## config.mk

```make
export PLATFORM = sky130hd
export DESIGN_NAME = dual_input_source_select
export DESIGN_NICKNAME = d
export VERILOG_FILES = /design/src/verilog/src_sel_pkg.sv /design/src/verilog/cmp_filter_if.sv /design/src/verilog/cmp_settle_filter.sv /design/src/verilog/dual_input_source_select.sv
export VERILOG_INCLUDE_DIRS = /design/src /design/src/verilog
export SDC_FILE = /design/constraint.sdc
export NUM_CORES = 1
export LEC_CHECK = 0
export ABC_AREA = 1
export BUFFER_PORTS_ARGS = -buffer_cell sky130_fd_sc_hd__buf_2
export CAP_MARGIN = 5
export CORE_UTILIZATION = 60
export DETAILED_ROUTE_END_ITERATION = 8
export HOLD_SLACK_MARGIN = 0.02
export PLACE_DENSITY = 0.86
export SKIP_LAST_GASP = 1
export SYNTH_ARGS = -nofsm -noshare
export SYNTH_HDL_FRONTEND = slang
export SYNTH_SLANG_ARGS = --single-unit
```

## constraint.sdc

```tcl
create_clock -name CLK -period 2.4 [get_ports CLK]
set_input_delay 0.24 -clock CLK [delete_from_list [all_inputs] [get_ports CLK]]
set_output_delay 0.24 -clock CLK [all_outputs]
set_load 0.02 [all_outputs]
```

## src/verilog/src_sel_cfg.svh

```systemverilog
// timing counts, widths and reset values of the dual input source selector
`ifndef SRC_SEL_CFG_SVH
`define SRC_SEL_CFG_SVH

// system clock and internal oscillator rates
`define SRC_CLK_KHZ       50000
`define SRC_OSC_KHZ       1200
// oscillator period in system clocks, rounded down
`define SRC_PERIOD_CYC    ((`SRC_CLK_KHZ) / (`SRC_OSC_KHZ))
// least switch low interval, rounded up to whole clocks
`define SRC_MIN_LOW_NS    100
`define SRC_MIN_LOW_CYC   (((`SRC_MIN_LOW_NS) * (`SRC_CLK_KHZ) + 999999) / 1000000)
// settling time of the input comparison result
`define SRC_FILT_US       250
`define SRC_FILT_CYC      ((`SRC_FILT_US) * (`SRC_CLK_KHZ) / 1000)
// oscillator cycles of suspended switching on a changeover
`define SRC_SUSPEND_OSC   6
// field widths
`define SRC_PHASE_W       6
`define SRC_FILT_W        16
`define SRC_SUSP_W        3
`define SRC_SYNC_W        5
// reset values
`define SRC_RST_PHASE     6'h00
`define SRC_RST_SUSP      3'h0

`endif

```

## src/verilog/src_sel_pkg.sv

```systemverilog
// types shared by the source selector and its comparison filter
`default_nettype none
`include "src_sel_cfg.svh"

package src_sel_pkg;

    // selected supply input
    typedef enum logic [2:0]
    {
        SRC_NONE = 3'h1,
        SRC_IN1  = 3'h2,
        SRC_IN2  = 3'h4
    } src_type;

    // converter run state
    typedef enum logic [2:0]
    {
        ST_IDLE    = 3'h1,
        ST_RUN     = 3'h2,
        ST_SUSPEND = 3'h4
    } run_state_type;

    // comparison filter state
    typedef struct packed
    {
        logic                   sync1;
        logic                   sync2;
        logic                   level;
        logic                   change;
        logic [`SRC_FILT_W-1:0] cnt;
    } filt_state_type;

    // selector state
    typedef struct packed
    {
        logic [`SRC_SYNC_W-1:0]  sync1;
        logic [`SRC_SYNC_W-1:0]  sync2;
        run_state_type           st;
        src_type                 src;
        logic [`SRC_PHASE_W-1:0] phase;
        logic [`SRC_SUSP_W-1:0]  susp;
        logic                    active;
        logic                    pump_in1;
        logic                    pump_in2;
        logic                    upper_in1;
        logic                    upper_in2;
        logic                    fet_b;
        logic                    fet_c;
        logic                    fet_d;
        logic                    ind1;
        logic                    ind2;
    } ctl_state_type;

endpackage

`default_nettype wire
```

## src/verilog/cmp_filter_if.sv

```systemverilog
// carrier between the selector and its comparison filter
`timescale 1ns/1ps
`default_nettype none

interface cmp_filter_if;
    logic raw;
    logic level;
    logic change;

    modport filt (input raw, output level, output change);
    modport user (output raw, input level, input change);
endinterface // cmp_filter_if

`default_nettype wire

```

## src/verilog/cmp_settle_filter.sv

```systemverilog
// synchroniser and settling filter for the input comparison result
`timescale 1ns/1ps
`default_nettype none
`include "src_sel_cfg.svh"

module cmp_settle_filter
#(
    parameter int FILT_CYC = `SRC_FILT_CYC
)
(
    input  wire logic  CLK,
    input  wire logic  SYS_RST,
    cmp_filter_if.filt fbus
);

    src_sel_pkg::filt_state_type state_reg;
    src_sel_pkg::filt_state_type state_next;

    ////////////////////////////////////////////////////////////////////////////////
    // level only moves after the input has differed for the whole window
    always_comb
    begin
        state_next        = state_reg;
        state_next.sync1  = fbus.raw;
        state_next.sync2  = state_reg.sync1;
        state_next.change = 1'b0;
        if (state_reg.sync2 == state_reg.level)
        begin
            state_next.cnt = '0; // any bounce restarts the window
        end
        else if (state_reg.cnt == `SRC_FILT_W'(FILT_CYC - 1))
        begin
            state_next.level  = state_reg.sync2;
            state_next.change = 1'b1;
            state_next.cnt    = '0;
        end
        else
        begin
            state_next.cnt = state_reg.cnt + `SRC_FILT_W'(1);
        end
    end

    // state register
    always_ff @(posedge CLK or posedge SYS_RST)
    begin
        if (SYS_RST)
            state_reg <= '0;
        else
            state_reg <= state_next;
    end

    assign fbus.level  = state_reg.level;
    assign fbus.change = state_reg.change;
endmodule // cmp_settle_filter

`default_nettype wire

```

## src/verilog/dual_input_source_select.sv

```systemverilog
// input selection and switch sequencing of a dual input buck-boost converter
//
// Contract
// - ideal diode: feed output from higher good input
// - ideal diode decode: both, one, or none good
// - priority: input1 when good, else input2
// - no good input: stop switching, no power
// - comparison flip at fixed frequency: suspend six oscillator cycles, swap; when pulse skipping, swap at once
// - comparison result filtered over about 250us
// - good needs driver supply, input level, enable
// - ok indicators pull low while good
// - input1 active: its pump and fet, input2 off
// - input2 active: its pump and fet, input1 off
// - fixed frequency when strap high or heavy load
// - fixed frequency: both nodes switch every cycle
// - step-down: output top off only 100ns
// - step-down: duty on input top and bottom
// - step-up: input top off only 100ns
// - step-up: duty on output bottom and top
// - pulse skipping switches only when regulation needs
`timescale 1ns/1ps
`default_nettype none
`include "src_sel_cfg.svh"

module dual_input_source_select
#(
    parameter int FILT_CYC = `SRC_FILT_CYC
)
(
    input  wire logic                    CLK,
    input  wire logic                    SYS_RST,
    input  wire logic                    VCC_OK,
    input  wire logic                    INPUT1_UV_OK,
    input  wire logic                    INPUT2_UV_OK,
    input  wire logic                    INPUT1_ENABLE_PIN,
    input  wire logic                    INPUT2_ENABLE_PIN,
    input  wire logic                    INPUT_CHOICE,
    input  wire logic                    LIGHT_LOAD_FIXED,
    input  wire logic                    HEAVY_LOAD,
    input  wire logic                    REG_DEMAND,
    input  wire logic                    INPUT_COMPARE,
    input  wire logic                    STEP_UP,
    input  wire logic [`SRC_PHASE_W-1:0] DUTY_CMD,
    output var  logic                    INPUT1_CHARGE_PUMP,
    output var  logic                    INPUT2_CHARGE_PUMP,
    output var  logic                    INPUT1_UPPER_FET,
    output var  logic                    INPUT2_UPPER_FET,
    output var  logic                    INPUT_SIDE_LOWER_FET,
    output var  logic                    OUTPUT_SIDE_LOWER_FET,
    output var  logic                    OUTPUT_SIDE_UPPER_FET,
    input  wire logic                    INPUT1_OK_INDICATOR_I,
    output var  logic                    INPUT1_OK_INDICATOR_O,
    output var  logic                    INPUT1_OK_INDICATOR_OE,
    input  wire logic                    INPUT2_OK_INDICATOR_I,
    output var  logic                    INPUT2_OK_INDICATOR_O,
    output var  logic                    INPUT2_OK_INDICATOR_OE
);

    localparam logic [`SRC_PHASE_W-1:0] PHASE_LAST = `SRC_PHASE_W'(`SRC_PERIOD_CYC - 1);
    localparam logic [`SRC_PHASE_W-1:0] LOW_START  =
        `SRC_PHASE_W'(`SRC_PERIOD_CYC - `SRC_MIN_LOW_CYC);
    localparam logic [`SRC_PHASE_W-1:0] DUTY_MIN   = `SRC_PHASE_W'(1);
    localparam logic [`SRC_SUSP_W-1:0]  SUSP_LAST  = `SRC_SUSP_W'(`SRC_SUSPEND_OSC - 1);

    src_sel_pkg::ctl_state_type state_reg;
    src_sel_pkg::ctl_state_type state_next;

    logic                    good1;
    logic                    good2;
    logic                    ideal;
    logic                    fixed_freq;
    logic                    osc_tick;
    logic                    low_win;
    logic                    duty_on;
    logic                    run_on;
    logic                    gates_off;
    logic [`SRC_PHASE_W-1:0] duty;
    src_sel_pkg::src_type    desired;

    ////////////////////////////////////////////////////////////////////////////////
    // comparison result settles in its own filter
    cmp_filter_if cmp_bus ();

    assign cmp_bus.raw = INPUT_COMPARE;

    cmp_settle_filter
    #(
        .FILT_CYC (FILT_CYC)
    )
    u_cmp_filter
    (
        .CLK     (CLK),
        .SYS_RST (SYS_RST),
        .fbus    (cmp_bus)
    );

    ////////////////////////////////////////////////////////////////////////////////
    // good signals from synchronised comparator levels
    // sync bits: 4 driver supply, 3 input2 level, 2 input1 level, 1 en2, 0 en1
    assign good1 = state_reg.sync2[4] & state_reg.sync2[2] & state_reg.sync2[0];
    assign good2 = state_reg.sync2[4] & state_reg.sync2[3] & state_reg.sync2[1];

    // straps are static levels, read directly
    assign ideal      = INPUT_CHOICE;
    assign fixed_freq = LIGHT_LOAD_FIXED | HEAVY_LOAD;

    ////////////////////////////////////////////////////////////////////////////////
    // source decode for both selection modes
    always_comb
    begin
        desired = src_sel_pkg::SRC_NONE;
        if (ideal)
        begin
            if (good1 && good2)
                desired = cmp_bus.level ? src_sel_pkg::SRC_IN1 : src_sel_pkg::SRC_IN2;
            else if (good1)
                desired = src_sel_pkg::SRC_IN1;
            else if (good2)
                desired = src_sel_pkg::SRC_IN2;
        end
        else
        begin
            if (good1)
                desired = src_sel_pkg::SRC_IN1;
            else if (good2)
                desired = src_sel_pkg::SRC_IN2;
        end
    end

    ////////////////////////////////////////////////////////////////////////////////
    // oscillator phase and duty window
    assign osc_tick = (state_reg.phase == PHASE_LAST);
    assign low_win  = (state_reg.phase >= LOW_START);

    // duty clamped inside the period so each node still toggles
    always_comb
    begin
        duty = DUTY_CMD;
        if (DUTY_CMD < DUTY_MIN)
            duty = DUTY_MIN;
        else if (DUTY_CMD > PHASE_LAST)
            duty = PHASE_LAST;
    end

    assign duty_on   = (state_reg.phase < duty);
    assign run_on    = (state_reg.st == src_sel_pkg::ST_RUN) && state_reg.active;
    assign gates_off = !(state_reg.upper_in1 | state_reg.upper_in2 | state_reg.fet_b
                       | state_reg.fet_c | state_reg.fet_d
                       | state_reg.pump_in1 | state_reg.pump_in2);

    ////////////////////////////////////////////////////////////////////////////////
    // next state: synchronisers, phase, run state machine, gate commands
    always_comb
    begin
        state_next       = state_reg;
        state_next.sync1 = {VCC_OK, INPUT2_UV_OK, INPUT1_UV_OK,
                            INPUT2_ENABLE_PIN, INPUT1_ENABLE_PIN};
        state_next.sync2 = state_reg.sync1;
        state_next.phase = osc_tick ? `SRC_RST_PHASE : state_reg.phase + `SRC_PHASE_W'(1);

        // pulse skipping decides per period whether to fire at all
        if (osc_tick)
            state_next.active = fixed_freq | REG_DEMAND;

        unique case (state_reg.st)
            src_sel_pkg::ST_IDLE:
            begin
                // nothing switches until a good signal shows up
                if (desired != src_sel_pkg::SRC_NONE)
                begin
                    state_next.st  = src_sel_pkg::ST_RUN;
                    state_next.src = desired;
                end
            end
            src_sel_pkg::ST_RUN:
            begin
                if (desired == src_sel_pkg::SRC_NONE)
                begin
                    state_next.st  = src_sel_pkg::ST_IDLE;
                    state_next.src = src_sel_pkg::SRC_NONE;
                end
                else if (ideal && fixed_freq && cmp_bus.change)
                begin
                    // break before make across the two input paths
                    state_next.st   = src_sel_pkg::ST_SUSPEND;
                    state_next.susp = `SRC_RST_SUSP;
                end
                else
                begin
                    state_next.src = desired;
                end
            end
            src_sel_pkg::ST_SUSPEND:
            begin
                if (desired == src_sel_pkg::SRC_NONE)
                begin
                    state_next.st  = src_sel_pkg::ST_IDLE;
                    state_next.src = src_sel_pkg::SRC_NONE;
                end
                else if (osc_tick)
                begin
                    if (state_reg.susp == SUSP_LAST)
                    begin
                        state_next.st   = src_sel_pkg::ST_RUN;
                        state_next.src  = desired;
                        state_next.susp = `SRC_RST_SUSP;
                    end
                    else
                    begin
                        state_next.susp = state_reg.susp + `SRC_SUSP_W'(1);
                    end
                end
            end
        endcase

        // static path pumps follow the running source only
        state_next.pump_in1 = (state_reg.st == src_sel_pkg::ST_RUN)
                            && (state_reg.src == src_sel_pkg::SRC_IN1);
        state_next.pump_in2 = (state_reg.st == src_sel_pkg::ST_RUN)
                            && (state_reg.src == src_sel_pkg::SRC_IN2);

        // bridge legs; the stage not regulating refreshes its bootstrap
        if (STEP_UP)
        begin
            state_next.upper_in1 = run_on && (state_reg.src == src_sel_pkg::SRC_IN1)
                                 && !low_win;
            state_next.upper_in2 = run_on && (state_reg.src == src_sel_pkg::SRC_IN2)
                                 && !low_win;
            state_next.fet_b  = run_on && low_win;
            state_next.fet_c  = run_on && duty_on;
            state_next.fet_d  = run_on && !duty_on;
        end
        else
        begin
            state_next.upper_in1 = run_on && (state_reg.src == src_sel_pkg::SRC_IN1)
                                 && duty_on;
            state_next.upper_in2 = run_on && (state_reg.src == src_sel_pkg::SRC_IN2)
                                 && duty_on;
            state_next.fet_b  = run_on && !duty_on;
            state_next.fet_c  = run_on && low_win;
            state_next.fet_d  = run_on && !low_win;
        end

        // indicators track good regardless of pulse skipping
        state_next.ind1 = good1;
        state_next.ind2 = good2;
    end

    ////////////////////////////////////////////////////////////////////////////////
    // state register; reset leaves every switch open
    always_ff @(posedge CLK or posedge SYS_RST)
    begin
        if (SYS_RST)
        begin
            state_reg       <= '0;
            state_reg.st    <= src_sel_pkg::ST_IDLE;
            state_reg.src   <= src_sel_pkg::SRC_NONE;
            state_reg.phase <= `SRC_RST_PHASE;
            state_reg.susp  <= `SRC_RST_SUSP;
        end
        else
        begin
            state_reg <= state_next;
        end
    end

    ////////////////////////////////////////////////////////////////////////////////
    // outputs straight from the state register
    assign INPUT1_CHARGE_PUMP    = state_reg.pump_in1;
    assign INPUT2_CHARGE_PUMP    = state_reg.pump_in2;
    assign INPUT1_UPPER_FET      = state_reg.upper_in1;
    assign INPUT2_UPPER_FET      = state_reg.upper_in2;
    assign INPUT_SIDE_LOWER_FET  = state_reg.fet_b;
    assign OUTPUT_SIDE_LOWER_FET = state_reg.fet_c;
    assign OUTPUT_SIDE_UPPER_FET = state_reg.fet_d;

    // open drain: only ever pull low, pin level is not needed here
    assign INPUT1_OK_INDICATOR_O  = 1'b0;
    assign INPUT1_OK_INDICATOR_OE = state_reg.ind1;
    assign INPUT2_OK_INDICATOR_O  = 1'b0;
    assign INPUT2_OK_INDICATOR_OE = state_reg.ind2;
endmodule // dual_input_source_select

`default_nettype wire

```

==> impl_metrics.sql <==
INSERT INTO impl_metrics (metric_group, metric, value, unit) VALUES
('run_status', 'status', 'completed', ''),
('cells_and_area', 'layout-area-overhead-vs-synth', '12.94', '%'),
('critical_path', 'cpLargestDelayFamily', 'simple AND/OR/NAND/NOR gates', ''),
('synthesis', 'synth_cell_type_count', '32', ''),
('clocking', 'skew_pair_late_insertion_delay', '0.30', 'ns'),
('critical_path', 'cp_num_cells', '7', ''),
('power_and_ir_drop', 'pwr_cell_area', '696.4', 'mW/mm^2'),
('drt', 'postRouteAntennaNets', '0', ''),
('global_routing', 'grt_antenna_before_repair', '0', ''),
('place', 'detailedPlacementHpwl', '3377', 'um'),
('sta', 'share_of_the_cycle_needed_by_the_critical_path_after_routing', '0.6974', ''),
('sta', 'holdWs', '0.03981', 'ns'),
('clocking', 'numCtsBuffers', '5', ''),
('power_and_ir_drop', 'fin_total_pwr', '0.002030', 'W'),
('sta', 'final-hold-violation-count', '0', ''),
('global_routing', 'global_route.usage.total', '0.2278', ''),
('place', 'place.detailed.instances', '361', ''),
('sta', 'setup_total_negative_slack', '0', 'ns'),
('critical_path', 'critPathKind', 'reg -> reg', ''),
('floorplan', 'fp.dieW', '67.59', 'um'),
('critical_path', 'timing.critical_path.cells', 'ha_1 -> nand2_1 -> nor3_1 -> nand2_2 -> nand2_1 -> nor2_1 -> o21a_1', ''),
('critical_path', 'critPathArrivalTime', '1.87', 'ns'),
('critical_path', 'critical_path.endpoint_type', 'flip-flop', ''),
('synthesis', 'sequential_fraction_of_the_synthesis_area', '0.5342', ''),
('clocking', 'clock-sinks', '55', ''),
('cells_and_area', 'postLayoutCoreUtil', '0.7185', ''),
('run', 'max-cap-violations', '0', ''),
('cells_and_area', 'final_nets', '350', ''),
('sta', 'worst_slew_pin_tran', '0.6464', 'ns'),
('synthesis', 'synth_compound_area_frac', '0.06932', ''),
('synthesis', 'ys.warnings.count', '0', ''),
('critical_path', 'crit_path_top_delay_cell', 'sky130_fd_sc_hd__dfrtp_1', ''),
('place', 'port_buffers', '27', ''),
('synthesis', 'synth_fa_ha_area_frac', '0.03878', ''),
('clocking', 'post_cts_resized', '0', ''),
('power_and_ir_drop', 'irDropWorstVdd', '0.0005600', 'V'),
('synthesis', 'synth_simple_gate_area_frac', '0.2671', ''),
('critical_path', 'timing.reg2reg.worst_path_depth', '7', ''),
('synthesis', 'synth_top_cell_by_area', 'sky130_fd_sc_hd__dfrtp_1', ''),
('cells_and_area', 'final_layout_size_suffix_gt1_frac', '0.1925', ''),
('sta', 'maxClockFrequency', '597.5', 'MHz'),
('synthesis', 'synth_seq_cells', '55', ''),
('global_routing', 'first_global_vias', '1907', ''),
('critical_path', 'worst-path-max-fanout', '8', ''),
('cells_and_area', 'largest_register_ffs', '21', ''),
('drt', 'vias_per_cell', '5.366', ''),
('place', 'place_congestion', '0.8719', ''),
('sta', 'layout_min_cycle_time', '1.674', 'ns'),
('drt', 'drt_first_pass_iters', '4', ''),
('clocking', 'clkSlewWorstSetupHoldPaths', '0.09', 'ns'),
('drt', 'route.vias.total', '1996', ''),
('global_routing', 'grt_first_pass_wirelength', '7631', 'um'),
('floorplan', 'die_h', '67.59', 'um'),
('cells_and_area', 'antenna_cells', '0', ''),
('global_routing', 'grt_start_max_net_pins', '56', ''),
('cells_and_area', 'filler_cell_count', '306', ''),
('clocking', 'clock_path_buffers', '2', ''),
('power_and_ir_drop', 'static-leakage-power', '1.418', 'nW'),
('drt', 'avgRoutedWirePerCell', '12.31', 'um'),
('critical_path', 'crit_path_frequent_cell', 'sky130_fd_sc_hd__nand2_1', ''),
('drt', 'drtIter0Drc', '137', ''),
('clocking', 'cts-htree-levels', '2', ''),
('cells_and_area', 'layout.cells.non_filler', '372', ''),
('synthesis', 'mux_cell_area_share_after_synthesis', '0', ''),
('synthesis', 'post-synth-top-area-fraction', '0.5138', ''),
('floorplan', 'io-pin-count', '32', ''),
('clocking', 'tritoncts', 'done', ''),
('clocking', 'cts-root-buf', 'sky130_fd_sc_hd__clkbuf_8', ''),
('floorplan', 'core', '0.004058', 'mm^2'),
('min_path', 'hold_path.class', 'in -> reg', ''),
('drt', 'final_routed_wirelength', '4581', 'um');
-- worst paths after layout --
path                                           start                          to  slack, ns
min in group asynchronous                    SYS_RST  u_cmp_filter.state_reg[13]       0.11
min reg2reg                           state_next[28]               state_reg[28]       0.36
max reg2reg                u_cmp_filter.state_reg[0]  u_cmp_filter.state_reg[12]       0.73
max                        u_cmp_filter.state_reg[0]  u_cmp_filter.state_reg[12]       0.73
max in group asynchronous                    SYS_RST               state_reg[13]       1.87
min                                           VCC_OK              state_next[29]       0.04
-- where the power goes --
part           total, W  internal (W)  switching (W)  leakage [nW]
registers       0.00109       0.00102      0.0000691         0.712
clock network  0.000596      0.000311       0.000284        0.0514
logic          0.000348      0.000112       0.000236         0.655
-- worst register-to-register path, cell delays in order, from the launching register on --
cell and delay [ns]:
sky130_fd_sc_hd__dfrtp_1 0.40, sky130_fd_sc_hd__ha_1 0.25, sky130_fd_sc_hd__nand2_1 0.08, sky130_fd_sc_hd__nor3_1 0.24
sky130_fd_sc_hd__nand2_2 0.13, sky130_fd_sc_hd__nand2_1 0.28, sky130_fd_sc_hd__nor2_1 0.09, sky130_fd_sc_hd__o21a_1 0.11
-- cell type report --
type                            instances  area, um^2  share of cell area
Clock inverter                          2       37.54             0.01288
Timing Repair Buffer                   31       172.7             0.05923
Multi-Input combinational cell        185        1028              0.3528
Inverter                               43       162.7             0.05579
Sequential cell                        55        1379              0.4730
Tap cell                               50       62.56             0.02146
Clock buffer                            6       72.57             0.02489
-- kinds of logic after synthesis --
kind of cell    Yosys count
flops                    55
compound gates           32
xor+xnor                  6
fa+ha+maj                 8
other cells               1
buf+inv                  45
simple gates            137
-- Yosys cell counts, drive strengths merged --
cell    count
a211oi      1
a21oi      15
a31oi       3
buf         2
clkinv      1
conb        1
dfrtp      53
dfstp       2
ha          8
inv        42
nand2      47
nand3      21
nand4      10
nor2       39
nor3       13
nor3b       2
nor4        4
o21a        2
o21ai      11
or2         1
xnor2       1
xor2        5
-- metrics by stage --
step | area, um^2 | setup WS [ns]
after floorplan | 2585 | 0.8204
after global placement | 2775 | 0.6695
after detailed placement | 2775 | 0.6386
after global routing | 2915 | 0.5879
after CTS | 2885 | 0.7245
final | 2915 | 0.7262
-- placed cells by master (no fill, tap or decap), drive strengths merged --
cell	netlist	final
clkbuf	0	6
nor3b	2	2
clkinvlp	0	1
or2	1	1
dfstp	2	2
dfrtp	53	53
nand3	21	21
nand4	10	10
conb	1	2
dlygate4sd3	0	3
nor2	39	39
bufinv	0	1
buf	2	28
nand2	47	47
o21ai	11	11
a211oi	1	1
a21oi	15	15
ha	8	8
clkinv	1	1
nor3	13	13
inv	42	42
xnor2	1	1
o21a	2	2
xor2	5	5
a31oi	3	3
nor4	4	4
-- routing by layer --
layer	global-route usage	routed length [um]	vias to the layer above
li1	-	-	1002
met1	0.2768	2061	937
met2	0.3886	2239	48
met3	0.05405	203	9
met4	0.08777	76	0
met5	0	0	-
-- repair_timing --
action                                  CTS  global route
hold buffers                              0             3
endpoints found under the hold margin     0             3
setup buffers                             0             0
endpoints found under the setup margin    0             0
Power figures use the tool's default switching activity.
